File: config.mk
export PLATFORM = sky130hd
export DESIGN_NAME = pbc_top
export DESIGN_NICKNAME = d
export VERILOG_FILES = /design/src/rtl/pbc_pkg.sv /design/src/rtl/pbc_top.sv /design/src/rtl/pbc_chan_unit.sv
export SDC_FILE = /design/constraint.sdc
export NUM_CORES = 1
export LEC_CHECK = 0
export BUFFER_PORTS_ARGS = -buffer_cell sky130_fd_sc_hd__buf_4
export CAP_MARGIN = 20
export CORE_ASPECT_RATIO = 0.6
export CORE_UTILIZATION = 38
export CTS_BUF_LIST = sky130_fd_sc_hd__clkbuf_16
export DETAILED_ROUTE_END_ITERATION = 10
export PLACE_DENSITY_LB_ADDON = 0.2
export SYNTH_ARGS = -nofsm -noshare
export SYNTH_HDL_FRONTEND = slang
export SYNTH_SLANG_ARGS = --single-unit
File: constraint.sdc
create_clock -name mclk -period 3.3 [get_ports mclk]
set_input_delay 0.33 -clock mclk [delete_from_list [all_inputs] [get_ports mclk]]
set_output_delay 0.33 -clock mclk [all_outputs]
set_load 0.005 [all_outputs]
File: src/rtl/pbc_pkg.sv
// Constants, register map and encodings of the playback channel update control.
// Assumes one video clock domain and a 32-bit APB register port.
package pbc_pkg;
	localparam int PBC_NCH = 4;
	localparam int PBC_IDW = 2;

	// Register byte offsets
	localparam logic [7:0] PBC_OFS_GLOBAL = 8'h00;
	localparam logic [7:0] PBC_OFS_CHCTL0 = 8'h04;
	localparam logic [7:0] PBC_OFS_CHSTA0 = 8'h14;
	localparam logic [7:0] PBC_OFS_LINK = 8'h24;
	localparam logic [7:0] PBC_OFS_STEP = 8'h04;

	// Global register fields
	localparam int PBC_G_AUTO = 0;
	localparam int PBC_G_QCROP = 1;
	localparam int PBC_G_HZOOM = 2;
	localparam int PBC_G_RSTREAM = 3;
	localparam int PBC_G_RFRAME = 4;
	localparam int PBC_G_RT = 5;
	localparam int PBC_G_RSIZE = 6;
	localparam int PBC_G_W = 8;
	localparam logic [PBC_G_W-1:0] PBC_G_RST = 8'h00;

	// Channel control register fields
	localparam int PBC_C_MODE = 0;
	localparam int PBC_C_SEL = 2;
	localparam int PBC_C_EVENT = 4;
	localparam int PBC_C_FREEZE = 5;
	localparam int PBC_C_F2F = 6;
	localparam int PBC_C_SPLIT = 7;
	localparam int PBC_C_DVR = 8;
	localparam int PBC_C_PBSRC = 9;
	localparam int PBC_C_HALF = 10;
	localparam int PBC_C_SMALL = 11;
	localparam int PBC_C_W = 12;
	localparam logic [PBC_C_W-1:0] PBC_C_RST = 12'h000;

	// Channel operation modes
	localparam logic [1:0] PBC_MODE_LIVE = 2'h0;
	localparam logic [1:0] PBC_MODE_STROBE = 2'h1;

	// Record modes, {frame select, stream select}
	localparam logic [1:0] PBC_REC_NORMAL = 2'h0;
	localparam logic [1:0] PBC_REC_DVR = 2'h1;
	localparam logic [1:0] PBC_REC_FRAME = 2'h2;
	localparam logic [1:0] PBC_REC_DVRFRAME = 2'h3;

	// Record picture size choices
	localparam logic [1:0] PBC_RSZ_FULL = 2'h0;
	localparam logic [1:0] PBC_RSZ_QUAD = 2'h1;
	localparam logic [1:0] PBC_RSZ_CIF = 2'h2;

	localparam int PBC_CNT_W = 8;

	typedef enum logic [2:0] {
		PBC_ST_LIVE = 3'b001,
		PBC_ST_STROBE = 3'b010,
		PBC_ST_FROZEN = 3'b100
	} pbc_state_t;
endpackage

File: src/rtl/pbc_top.sv
// Playback channel update control: APB registers, per-channel strobe engines,
// DVR/frame format conversion controls and record mode selection.
// Assumes decoded channel ID strobes come from on-chip logic on mclk; the
// cascade link pin is an external pin and is synchronised before use.
//
// Design decisions made here: the register offsets and the APB register port.
`timescale 1ns/100ps
`default_nettype none
module pbc_top
	import pbc_pkg::*;
#(
	parameter int NCH = PBC_NCH
) (
	input wire logic mclk,
	input wire logic rst,
	input wire logic psel,
	input wire logic penable,
	input wire logic pwrite,
	input wire logic [7:0] paddr,
	input wire logic [31:0] pwdata,
	output logic [31:0] prdata,
	output logic pready,
	output logic pslverr,
	input wire logic id_valid,
	input wire logic [PBC_IDW-1:0] id_ch,
	input wire logic id_event,
	input wire logic id_frame,
	input wire logic id_odd,
	input wire logic [23:0] rec_rt_data,
	input wire logic [7:0] cascade_link_in_i,
	output logic [7:0] cascade_link_in_o,
	output logic cascade_link_in_oe,
	output logic [15:0] multipurpose_pins_o,
	output logic multipurpose_pins_oe,
	output logic [NCH-1:0] ch_update,
	output logic [NCH-1:0] ch_bypass,
	output logic [NCH-1:0] ch_auto_crop,
	output logic [NCH-1:0] ch_field_route,
	output logic [NCH-1:0] ch_dvr_normal_conv,
	output logic [NCH-1:0] ch_dvr_frame_conv,
	output logic [NCH-1:0] ch_quarter_crop,
	output logic [NCH-1:0] ch_vscale_off,
	output logic [NCH-1:0] ch_odd_only,
	output logic [NCH-1:0] ch_full_image,
	output logic hzoom_only,
	output logic [1:0] rec_mode,
	output logic [1:0] rec_size
);
	logic [PBC_G_W-1:0] glob_q;
	logic [PBC_C_W-1:0] chctl_q [NCH];
	logic [NCH-1:0] upd;
	logic [NCH-1:0] frz;
	logic [PBC_CNT_W-1:0] cnt [NCH];
	logic [7:0] link_s1_q;
	logic [7:0] link_s2_q;
	logic wr_en;
	logic rd_en;

	// Index of a per-channel register, or NCH when the address misses the bank
	function automatic int unsigned ch_index(input logic [7:0] addr, input logic [7:0] base);
		int unsigned idx;
		idx = NCH;
		for (int unsigned i = 0; i < NCH; i++) begin
			if (addr == base + 8'(i * PBC_OFS_STEP)) begin
				idx = i;
			end
		end
		return idx;
	endfunction

	function automatic logic [1:0] mode_of(input logic [PBC_C_W-1:0] c);
		return c[PBC_C_MODE +: 2];
	endfunction

	// One wait state: pready rises in the second access cycle
	assign wr_en = psel && penable && pready && pwrite;
	assign rd_en = psel && penable && !pready && !pwrite;

	always_ff @(posedge mclk) begin
		if (rst) begin
			pready <= 1'b0;
		end else begin
			pready <= psel && penable && !pready;
		end
	end

	always_ff @(posedge mclk) begin
		if (rst) begin
			pslverr <= 1'b0;
		end else begin
			pslverr <= psel && penable && !pready && (paddr[1:0] != 2'h0 ||
				(paddr != PBC_OFS_GLOBAL && paddr != PBC_OFS_LINK &&
				ch_index(paddr, PBC_OFS_CHCTL0) == NCH &&
				ch_index(paddr, PBC_OFS_CHSTA0) == NCH));
		end
	end

	always_ff @(posedge mclk) begin
		if (rst) begin
			prdata <= '0;
		end else if (rd_en) begin
			prdata <= '0;
			if (paddr == PBC_OFS_GLOBAL) begin
				prdata <= 32'(glob_q);
			end else if (paddr == PBC_OFS_LINK) begin
				prdata <= 32'(link_s2_q);
			end else if (ch_index(paddr, PBC_OFS_CHCTL0) < NCH) begin
				prdata <= 32'(chctl_q[ch_index(paddr, PBC_OFS_CHCTL0)]);
			end else if (ch_index(paddr, PBC_OFS_CHSTA0) < NCH) begin
				prdata <= {16'h0000, cnt[ch_index(paddr, PBC_OFS_CHSTA0)], 7'h00,
					frz[ch_index(paddr, PBC_OFS_CHSTA0)]};
			end
		end
	end

	always_ff @(posedge mclk) begin
		if (rst) begin
			glob_q <= PBC_G_RST;
		end else if (wr_en && paddr == PBC_OFS_GLOBAL) begin
			glob_q <= pwdata[PBC_G_W-1:0];
		end
	end

	// Decoder reload of the select field wins over a software write in the same cycle
	always_ff @(posedge mclk) begin
		if (rst) begin
			for (int i = 0; i < NCH; i++) begin
				chctl_q[i] <= PBC_C_RST;
			end
		end else begin
			for (int i = 0; i < NCH; i++) begin
				if (wr_en && ch_index(paddr, PBC_OFS_CHCTL0) == i) begin
					chctl_q[i] <= pwdata[PBC_C_W-1:0];
				end
				if (id_valid && chctl_q[i][PBC_C_PBSRC] && !glob_q[PBC_G_AUTO] &&
					mode_of(chctl_q[i]) == PBC_MODE_LIVE) begin
					chctl_q[i][PBC_C_SEL +: PBC_IDW] <= id_ch;
				end
			end
		end
	end

	genvar g;
	generate
		for (g = 0; g < NCH; g++) begin : gen_ch
			pbc_chan_unit u_chan (
				.mclk(mclk),
				.rst(rst),
				.mode(mode_of(chctl_q[g])),
				.sel(chctl_q[g][PBC_C_SEL +: PBC_IDW]),
				.auto_en(glob_q[PBC_G_AUTO]),
				.event_en(chctl_q[g][PBC_C_EVENT]),
				.freeze(chctl_q[g][PBC_C_FREEZE]),
				.f2f(chctl_q[g][PBC_C_F2F]),
				.id_valid(id_valid && chctl_q[g][PBC_C_PBSRC]),
				.id_ch(id_ch),
				.id_event(id_event),
				.id_frame(id_frame),
				.id_odd(id_odd),
				.update_q(upd[g]),
				.frozen_q(frz[g]),
				.count_q(cnt[g])
			);

			property p_sel_reload;
				@(posedge mclk) disable iff (rst)
				id_valid && chctl_q[g][PBC_C_PBSRC] && !glob_q[PBC_G_AUTO] &&
					mode_of(chctl_q[g]) == PBC_MODE_LIVE |=>
					chctl_q[g][PBC_C_SEL +: PBC_IDW] == $past(id_ch);
			endproperty
			a_sel_reload: assert property (p_sel_reload) else $error("no reload");

			property p_bypass;
				@(posedge mclk) disable iff (rst)
				chctl_q[g][PBC_C_PBSRC] && mode_of(chctl_q[g]) == PBC_MODE_LIVE |=>
					ch_bypass[g] && ch_auto_crop[g];
			endproperty
			a_bypass: assert property (p_bypass) else $error("not bypassed");

			property p_field_route;
				@(posedge mclk) disable iff (rst)
				chctl_q[g][PBC_C_SPLIT] && chctl_q[g][PBC_C_HALF] |=> ch_field_route[g];
			endproperty
			a_field_route: assert property (p_field_route) else $error("no routing");
		end
	endgenerate

	always_ff @(posedge mclk) begin
		if (rst) begin
			ch_update <= '0;
		end else begin
			ch_update <= upd;
		end
	end

	// Display format controls, one flop stage behind the registers
	always_ff @(posedge mclk) begin
		if (rst) begin
			ch_bypass <= '0;
			ch_auto_crop <= '0;
			ch_field_route <= '0;
			ch_dvr_normal_conv <= '0;
			ch_dvr_frame_conv <= '0;
			ch_quarter_crop <= '0;
			ch_vscale_off <= '0;
			ch_odd_only <= '0;
			ch_full_image <= '0;
		end else begin
			for (int i = 0; i < NCH; i++) begin
				ch_bypass[i] <= chctl_q[i][PBC_C_PBSRC] &&
					mode_of(chctl_q[i]) == PBC_MODE_LIVE;
				ch_auto_crop[i] <= chctl_q[i][PBC_C_PBSRC] &&
					mode_of(chctl_q[i]) == PBC_MODE_LIVE;
				// Split replaces the half vertical scaler only at half height
				ch_field_route[i] <= chctl_q[i][PBC_C_SPLIT] && chctl_q[i][PBC_C_HALF];
				ch_dvr_normal_conv[i] <= chctl_q[i][PBC_C_DVR] && !chctl_q[i][PBC_C_SPLIT];
				ch_dvr_frame_conv[i] <= chctl_q[i][PBC_C_DVR] && chctl_q[i][PBC_C_SPLIT];
				ch_quarter_crop[i] <= chctl_q[i][PBC_C_DVR] && glob_q[PBC_G_QCROP];
				// DVR input has a fixed quad picture, so the vertical scaler is off
				ch_vscale_off[i] <= chctl_q[i][PBC_C_DVR];
				ch_odd_only[i] <= chctl_q[i][PBC_C_DVR] && chctl_q[i][PBC_C_SPLIT] &&
					chctl_q[i][PBC_C_SMALL];
				ch_full_image[i] <= chctl_q[i][PBC_C_DVR] && glob_q[PBC_G_HZOOM];
			end
		end
	end

	always_ff @(posedge mclk) begin
		if (rst) begin
			hzoom_only <= 1'b0;
		end else begin
			hzoom_only <= glob_q[PBC_G_HZOOM];
		end
	end

	always_ff @(posedge mclk) begin
		if (rst) begin
			rec_mode <= PBC_REC_NORMAL;
		end else begin
			rec_mode <= {glob_q[PBC_G_RFRAME], glob_q[PBC_G_RSTREAM]};
		end
	end

	// Free size codes are not offered in record; an illegal code falls back to quad
	always_ff @(posedge mclk) begin
		if (rst) begin
			rec_size <= PBC_RSZ_FULL;
		end else begin
			case (glob_q[PBC_G_RSIZE +: 2])
				PBC_RSZ_FULL: rec_size <= PBC_RSZ_FULL;
				PBC_RSZ_CIF: rec_size <= PBC_RSZ_CIF;
				default: rec_size <= PBC_RSZ_QUAD;
			endcase
		end
	end

	// Real-time D1 record: link input and multipurpose pins turn into record outputs
	always_ff @(posedge mclk) begin
		if (rst) begin
			cascade_link_in_o <= '0;
			cascade_link_in_oe <= 1'b0;
			multipurpose_pins_o <= '0;
			multipurpose_pins_oe <= 1'b0;
		end else begin
			cascade_link_in_oe <= glob_q[PBC_G_RT];
			multipurpose_pins_oe <= glob_q[PBC_G_RT];
			cascade_link_in_o <= glob_q[PBC_G_RT] ? rec_rt_data[7:0] : 8'h00;
			multipurpose_pins_o <= glob_q[PBC_G_RT] ? rec_rt_data[23:8] : 16'h0000;
		end
	end

	always_ff @(posedge mclk) begin
		if (rst) begin
			link_s1_q <= '0;
			link_s2_q <= '0;
		end else begin
			link_s1_q <= cascade_link_in_i;
			link_s2_q <= link_s1_q;
		end
	end

	property p_rec_mode;
		@(posedge mclk) disable iff (rst)
		##1 rec_mode == {$past(glob_q[PBC_G_RFRAME]), $past(glob_q[PBC_G_RSTREAM])};
	endproperty
	a_rec_mode: assert property (p_rec_mode) else $error("record mode decode wrong");

	// Legal size codes pass through unchanged; only the spare code is folded
	property p_rec_size;
		@(posedge mclk) disable iff (rst)
		##1 rec_size != 2'h3 && ($past(glob_q[PBC_G_RSIZE +: 2]) == 2'h3 ||
			rec_size == $past(glob_q[PBC_G_RSIZE +: 2]));
	endproperty
	a_rec_size: assert property (p_rec_size) else $error("record size out of choices");

	property p_hzoom;
		@(posedge mclk) disable iff (rst)
		##1 hzoom_only == $past(glob_q[PBC_G_HZOOM]);
	endproperty
	a_hzoom: assert property (p_hzoom) else $error("horizontal zoom setting lost");

	property p_rt_pins;
		@(posedge mclk) disable iff (rst)
		$rose(glob_q[PBC_G_RT]) |=> cascade_link_in_oe && multipurpose_pins_oe;
	endproperty
	a_rt_pins: assert property (p_rt_pins) else $error("real-time record pins not driven");

	property p_dvr_conv;
		@(posedge mclk) disable iff (rst)
		(ch_dvr_normal_conv | ch_dvr_frame_conv) == '0 ##0
			(chctl_q[0][PBC_C_DVR] ##1 1'b1) |-> ch_vscale_off[0] &&
			(ch_dvr_normal_conv[0] || ch_dvr_frame_conv[0]);
	endproperty
	a_dvr_conv: assert property (p_dvr_conv) else $error("DVR conversion not applied");

	property p_nodvr_noconv;
		@(posedge mclk) disable iff (rst)
		!chctl_q[0][PBC_C_DVR] |=> !ch_dvr_normal_conv[0] && !ch_dvr_frame_conv[0] &&
			!ch_full_image[0];
	endproperty
	a_nodvr_noconv: assert property (p_nodvr_noconv) else $error("conversion without DVR bit");

	property p_apb_wait;
		@(posedge mclk) disable iff (rst)
		psel && penable && !pready |=> pready;
	endproperty
	a_apb_wait: assert property (p_apb_wait) else $error("APB answer late");

	c_update: cover property (@(posedge mclk) disable iff (rst) |ch_update);
	c_dvrframe: cover property (@(posedge mclk) disable iff (rst) rec_mode == PBC_REC_DVRFRAME);
	c_rt: cover property (@(posedge mclk) disable iff (rst) cascade_link_in_oe);
endmodule
`default_nettype wire

File: src/rtl/pbc_chan_unit.sv
// One display channel's strobe update engine.
// Assumes decoder strobes arrive on mclk, one id_valid pulse per decoded field.
`timescale 1ns/100ps
`default_nettype none
module pbc_chan_unit
	import pbc_pkg::*;
(
	input wire logic mclk,
	input wire logic rst,
	input wire logic [1:0] mode,
	input wire logic [PBC_IDW-1:0] sel,
	input wire logic auto_en,
	input wire logic event_en,
	input wire logic freeze,
	input wire logic f2f,
	input wire logic id_valid,
	input wire logic [PBC_IDW-1:0] id_ch,
	input wire logic id_event,
	input wire logic id_frame,
	input wire logic id_odd,
	output logic update_q,
	output logic frozen_q,
	output logic [PBC_CNT_W-1:0] count_q
);
	pbc_state_t state_q;
	pbc_state_t state_d;
	logic hit;

	// Frame input with one-field conversion keeps only the odd field to stop shaking
	assign hit = id_valid && (id_ch == sel) && (!(f2f && id_frame) || id_odd) &&
		(event_en ? id_event : auto_en);

	always_comb begin
		state_d = state_q;
		case (state_q)
			PBC_ST_LIVE: begin
				if (mode == PBC_MODE_STROBE) begin
					state_d = freeze ? PBC_ST_FROZEN : PBC_ST_STROBE;
				end
			end
			PBC_ST_STROBE: begin
				if (mode != PBC_MODE_STROBE) begin
					state_d = PBC_ST_LIVE;
				end else if (freeze) begin
					state_d = PBC_ST_FROZEN;
				end
			end
			PBC_ST_FROZEN: begin
				if (mode != PBC_MODE_STROBE) begin
					state_d = PBC_ST_LIVE;
				end else if (!freeze) begin
					state_d = PBC_ST_STROBE;
				end
			end
			default: state_d = PBC_ST_LIVE;
		endcase
	end

	always_ff @(posedge mclk) begin
		if (rst) begin
			state_q <= PBC_ST_LIVE;
		end else begin
			state_q <= state_d;
		end
	end

	// Freeze is also checked directly so the cycle of setting it never updates
	always_ff @(posedge mclk) begin
		if (rst) begin
			update_q <= 1'b0;
			count_q <= '0;
		end else begin
			update_q <= (state_q == PBC_ST_STROBE) && !freeze && hit;
			if ((state_q == PBC_ST_STROBE) && !freeze && hit) begin
				count_q <= count_q + PBC_CNT_W'(1);
			end
		end
	end

	always_ff @(posedge mclk) begin
		if (rst) begin
			frozen_q <= 1'b0;
		end else begin
			frozen_q <= (state_d == PBC_ST_FROZEN);
		end
	end

	property p_freeze_blocks;
		@(posedge mclk) disable iff (rst)
		freeze |=> !update_q;
	endproperty
	a_freeze_blocks: assert property (p_freeze_blocks) else $error("update while frozen");

	property p_strobe_hit;
		@(posedge mclk) disable iff (rst)
		(state_q == PBC_ST_STROBE) && !freeze && id_valid && (id_ch == sel) && auto_en &&
			!event_en && !(f2f && id_frame) |=> update_q;
	endproperty
	a_strobe_hit: assert property (p_strobe_hit) else $error("strobe update missed");

	property p_f2f_even;
		@(posedge mclk) disable iff (rst)
		f2f && id_frame && !id_odd |=> !update_q;
	endproperty
	a_f2f_even: assert property (p_f2f_even) else $error("even field used in one-field mode");

	property p_live_quiet;
		@(posedge mclk) disable iff (rst)
		(state_q == PBC_ST_LIVE) |=> !update_q;
	endproperty
	a_live_quiet: assert property (p_live_quiet) else $error("update in live mode");

	c_resume: cover property (@(posedge mclk) disable iff (rst)
		frozen_q ##1 !frozen_q ##[1:50] update_q);
endmodule
`default_nettype wire

After elaboration in Yosys (flattened, before gate mapping):

Memory sizes are Yosys's and may differ from the RTL's.
Cells that the tools add are included.

* bitwise operators: 10
* add/sub/neg operators: 4
* reductions and logical operators: 108
* magnitude comparators: 4
* multiplexer cells: 106
* eq/ne operators: 44

Operators with widths (count)
* $mux W32: 23
* $lt A32 B3 Y1 const B: 3
* $logic_and A1 B1 Y1: 78
* $mux W3: 26
* $eq A32 B2 Y1 const B: 2
* $eq A32 B3 Y1 const B: 2
* $mux W16: 4
* $mux W12: 4
* $pmux W3 S3: 4
* $ge A33 B3 Y1 const B: 1
* $not A32 Y33: 1
* $add A8 B1 Y8 const B: 4
* $eq A32 B1 Y1 const B: 1
* $eq A8 B5 Y1 const B: 4
* $logic_not A32 Y1: 1
* $mux W1: 31
* $eq A3 B3 Y1 const B: 8
* $mux W2: 9
* $bmux W8 S2: 1
* $eq A8 B4 Y1 const B: 2
* $eq A8 B6 Y1 const B: 2
* $mux W8: 2
* $logic_not A1 Y1: 15
* $eq A3 B1 Y1 const B: 4
* 17 further kinds: 44

* bits in registers: 176
* input port bits: 83
* memory bits (writable): 48
* memories: 1

Memories
* chctl_q: words 4, bits a word 12, read ports 5, clocked after memory_dff 0, wr ports 4, line pbc_top.sv:50 `logic [PBC_C_W-1:0] chctl_q [NCH];`

Longest topological paths before layout:

* word-level depth: 30
* mapped depth: 8

By module:

From an unflattened synthesis, not the netlist that was laid out.

* cell total of the unflattened synthesis: 883
* area total of the unflattened synthesis: 8936.1 µm²

Modules (own cells, without submodules)
* pbc_top: seq. area each 3603.5 µm², cells an instance 619, times used 1, area an instance 6538.8 µm²
* pbc_chan_unit: seq. area each 260.2 µm², cells an instance 66, times used 4, area an instance 599.3 µm²

Worst setup path before layout:

Ideal clock, no wire load.

* kind: reg2reg
* start point: mem chctl_q[3][5]
* end point: reg gen_ch[3].u_chan.count_q[7]
* path slack: 908 ps
* stages on the path, launching flop included: 6
* buffers on the path: 0
* period minus slack after synthesis: 2392 ps
* data required time: 3230 ps
* library setup time: 70 ps
* data arrival time: 2322 ps
* cells stage by stage: edfxtp_1 > or4b_1 > a2111o_1 > or4_4 > or4_1 > a21oi_1

RTL lines
* start: declaration: line pbc_top.sv:50
* end signal: assignment: line pbc_chan_unit.sv:75 `count_q <= count_q + PBC_CNT_W'(1);`
* end: declaration: line pbc_chan_unit.sv:23 `output logic [PBC_CNT_W-1:0] count_q`

==> results by group <==
Floorplanning
  – Initial core utilization: 0.392
  – Die height: 119 um
  – Number of top-level pins: 188
  – FP Rows: 42
  – Die area: 23600 sq um
  – Die W: 198 um
  – Core Area: 22300 sq um

Critical path
  – Worst path slowest cell: or4b_1
  – Worst path cell trace: or4b_1, a2111oi_0, nand4_1, or4_1, a21oi_1
  – CP required: 3.72 ns
  – FF-to-FF setup slack: 0.65 ns
  – CP Class: reg2reg
  – CP Capture Type: flip-flop
  – Worst R2R Start: chctl_q[1][5]$_SDFFCE_PN0P_
  – Worst Path Arrival: 3.07 ns
  – Delay-heaviest family, CP: simple AND/OR/NAND/NOR gates
  – RR Endpoint: gen_ch[1].u_chan.count_q[5]$_SDFFE_PP0P_
  – Critical Path Fanout Max: 6
  – CP startpoint kind: flip-flop
  – Register-to-Register Path Depth: 5
  – Buf/Inv on CP: 0
  – Worst path max stage delay: 0.56 ns

STA
  – Min Hold Slack: 0.0274 ns
  – Final Cycle Share: 0.803
  – Slew Limit Headroom: 0.444
  – RSZ-0062 raised after global routing: false
  – Final setup vio count: 0
  – Final Critical Period: 2.65 ns
  – Least-Margin Pin Slew: 0.827 ns
  – Max-slew violation count: 0
  – Setup_tns: 0 ns
  – Max Freq: 377 MHz
  – Skew final: 0.00992 ns
  – Fin. Hold Viols: 0

CTS
  – Root Driver: clkbuf_16
  – Skew-Pair Late Insertion Delay: 0.50 ns
  – Num CTS Buffers: 21
  – H-tree levels: 1
  – Post-CTS Setup Repair Bufs: 0
  – Worst-path clk slew: 0.07 ns
  – CTS tree: built
  – Resize count post-CTS: 0
  – Clock sinks: 208
  – Maximum buffer depth of the clock tree: 3
  – Hold_buf cts: 0

Synthesis
  – Top post-synthesis cells by area: dfxtp_1 (37%), edfxtp_1 (17%), and2_1 (6.0%)
  – #FFs+latches synth: 208
  – Sequential area share after synthesis: 0.532
  – Post-synthesis async set-or-reset flop share: 0
  – Number of synthesized flops with an enable pin: 48
  – Post-synth cell types: 66
  – Ys flop type: dfxtp_1
  – Mapped Cells: 876
  – Cell taking the most area after synthesis: dfxtp_1
  – Synth warnings: 0
  – Syn_area_per_cell: 9.97 sq um
  – Syn Std Cell Area: 8730 sq um
  – Synth top area share: 0.367

Route
  – Drt wl/cell: 19.2 um
  – Post-route ant nets: 0
  – DRT iter0 DRCs: 606
  – Pre-Repair DR Iteration Count: 5
  – Post-Route WL: 25800 um
  – Via count: 7021
  – Vias per cell: 5.22
  – # DRC: 0

Cells and area
  – Number of antenna cells inserted: 0
  – Final Net Count: 1109
  – Share of post-route cells with drive strength above 1: 0.208
  – Area Overhead vs Synth: 24.4%

GRT
  – First-pass GRT wire length: 38100 um
  – Vias in the first global route: 6223
  – Grt total ovfl: 0
  – Tot GR Track Use: 0.215
  – Pin count of the biggest net entering global routing: 48
  – Initial antenna violation count: 1

Placement
  – IO Port Bufs: 151
  – DP HPWL: 19200 um
  – Placer Congestion: 0.887

Pwr
  – Peak supply drop: 0.000327 V
  – Pwr Total: 5.53 mW
  – PwrDens: 509 nW/um^2
  – P_leak: 4.33 nW

Min path
  – Hold wc startpoint: rec_rt_data[11]
  – Hold path depth: 2
  – Hold path endpoint: multipurpose_pins_o[3]$_SDFF_PP0_
  – Worst Hold Class: in2reg

Run status
  – Status: complete, no violations

Flow run
  – Max-cap violations: 0
cells in the mapped netlist, types with 7 or more instances:
library cell	instances
dfxtp_1	160
and2_1	84
nor2_1	56
a21oi_1	48
edfxtp_1	48
nand2_1	48
nor2b_1	42
clkbuf_1	37
o21ai_0	34
nand3_1	26
buf_4	21
inv_1	20
xor2_1	16
nor3_1	14
o31ai_1	14
and3_1	12
or3_1	12
or4_1	11
xnor2_1	11
nand4_1	10
mux2i_1	9
nor4_1	9
nand2b_1	8
a221oi_1	7
o21a_1	7
worst max path at each step:
stage,slack [ns],end,startpoint,depth (start not counted)
2_1_floorplan,0.91,gen_ch[3].u_chan.count_q[7]$_SDFFE_PP0P_,chctl_q[3][5]$_SDFFCE_PP0P_,5
3_3_place_gp,0.74,gen_ch[1].u_chan.count_q[7]$_SDFFE_PP0P_,chctl_q[1][5]$_SDFFCE_PN0P_,5
6_report,0.65,gen_ch[1].u_chan.count_q[5]$_SDFFE_PP0P_,chctl_q[1][5]$_SDFFCE_PN0P_,5
5_1_grt,0.30,gen_ch[1].u_chan.count_q[5]$_SDFFE_PP0P_,chctl_q[1][5]$_SDFFCE_PN0P_,5
4_1_cts,0.66,gen_ch[1].u_chan.count_q[7]$_SDFFE_PP0P_,chctl_q[1][5]$_SDFFCE_PN0P_,5
3_5_place_dp,0.68,gen_ch[1].u_chan.count_q[5]$_SDFFE_PP0P_,chctl_q[1][5]$_SDFFCE_PN0P_,5
flip-flops by register name, summed over array words and instances, names as in the netlist, 4 cells and up:
| register | count |
|---|---|
| gen_ch.u_chan.state_q | 12 |
| ch_update | 4 |
| link_s2_q | 8 |
| glob_q | 8 |
| gen_ch.u_chan.update_q | 4 |
| ch_dvr_frame_conv | 4 |
| ch_quarter_crop | 4 |
| ch_odd_only | 4 |
| ch_dvr_normal_conv | 4 |
| gen_ch.u_chan.frozen_q | 4 |
| gen_ch.u_chan.count_q | 32 |
| ch_vscale_off | 4 |
| ch_auto_crop | 4 |
| prdata | 16 |
| ch_field_route | 4 |
| chctl_q | 48 |
| link_s1_q | 8 |
| cascade_link_in_o | 8 |
| ch_full_image | 4 |
| multipurpose_pins_o | 16 |
cells by family after synthesis:
kind of cell	synth area share
simple gates	0.234
flops	0.532
compound gates	0.141
buf+inv	0.0434
xor+xnor	0.0271
mux	0.0168
fa+ha+maj	0.00573
other cells	0.000429
worst register-to-register path: stages, from the launching register on:
cell	delay [ns]
edfxtp_1	0.46
or4b_1	0.56
a2111oi_0	0.51
nand4_1	0.34
or4_1	0.54
a21oi_1	0.16
power breakdown:
| group | switching, mW | leakage (nW) | internal (mW) |
|---|---|---|---|
| logic | 0.174 | 2.17 | 0.123 |
| registers | 0.0324 | 1.80 | 2.65 |
| clock network | 1.03 | 0.363 | 1.53 |
| total | 1.23 | 4.33 | 4.30 |
stage by stage:
stage / cells / util / instance area (sq um) / setup slack (ns)
2_1_floorplan: 891 / - / 8790 / 0.908
3_3_place_gp: 1307 / 0.455 / 10100 / 0.742
3_5_place_dp: 1307 / 0.455 / 10100 / 0.681
4_1_cts: 1345 / 0.488 / 10900 / 0.657
5_1_grt: 1345 / 0.488 / 10900 / 0.300
6_report: 1345 / 0.488 / 10900 / 0.650
cell type report:
type	instances	area, sq um
fill	2108	11400
inverter	20	75.1
timing repair buffer	168	1260
clock buffer	22	551
tap	308	385
sequential	208	4640
multi-input combinational	603	3760
clock inverter	16	185
layout by cell type (no fill, tap or decap), types with 7 or more instances in the layout:
cell       count
buf_4        168
dfxtp_1      160
and2_1        84
nor2_1        56
nand2_1       48
a21oi_1       48
edfxtp_1      48
nor2b_1       42
o21ai_0       34
nand3_1       26
clkbuf_16     22
inv_1         21
xor2_1        16
conb_1        16
nor3_1        14
o31ai_1       14
or3_1         12
and3_1        12
or4_1         11
xnor2_1       11
nand4_1       10
nor4_1         9
mux2i_1        9
nand2b_1       8
o21a_1         7
a221oi_1       7
layer usage:
metal / global-route usage / part of all wire / vias up
li1: - / - / 3406
met4: 0.0252 / 0.010 / 0
met3: 0.0598 / 0.12 / 24
met1: 0.368 / 0.52 / 3309
met2: 0.256 / 0.35 / 282
met5: 0 / 0 / -
Note: power is estimated with default switching activity, not from simulation.
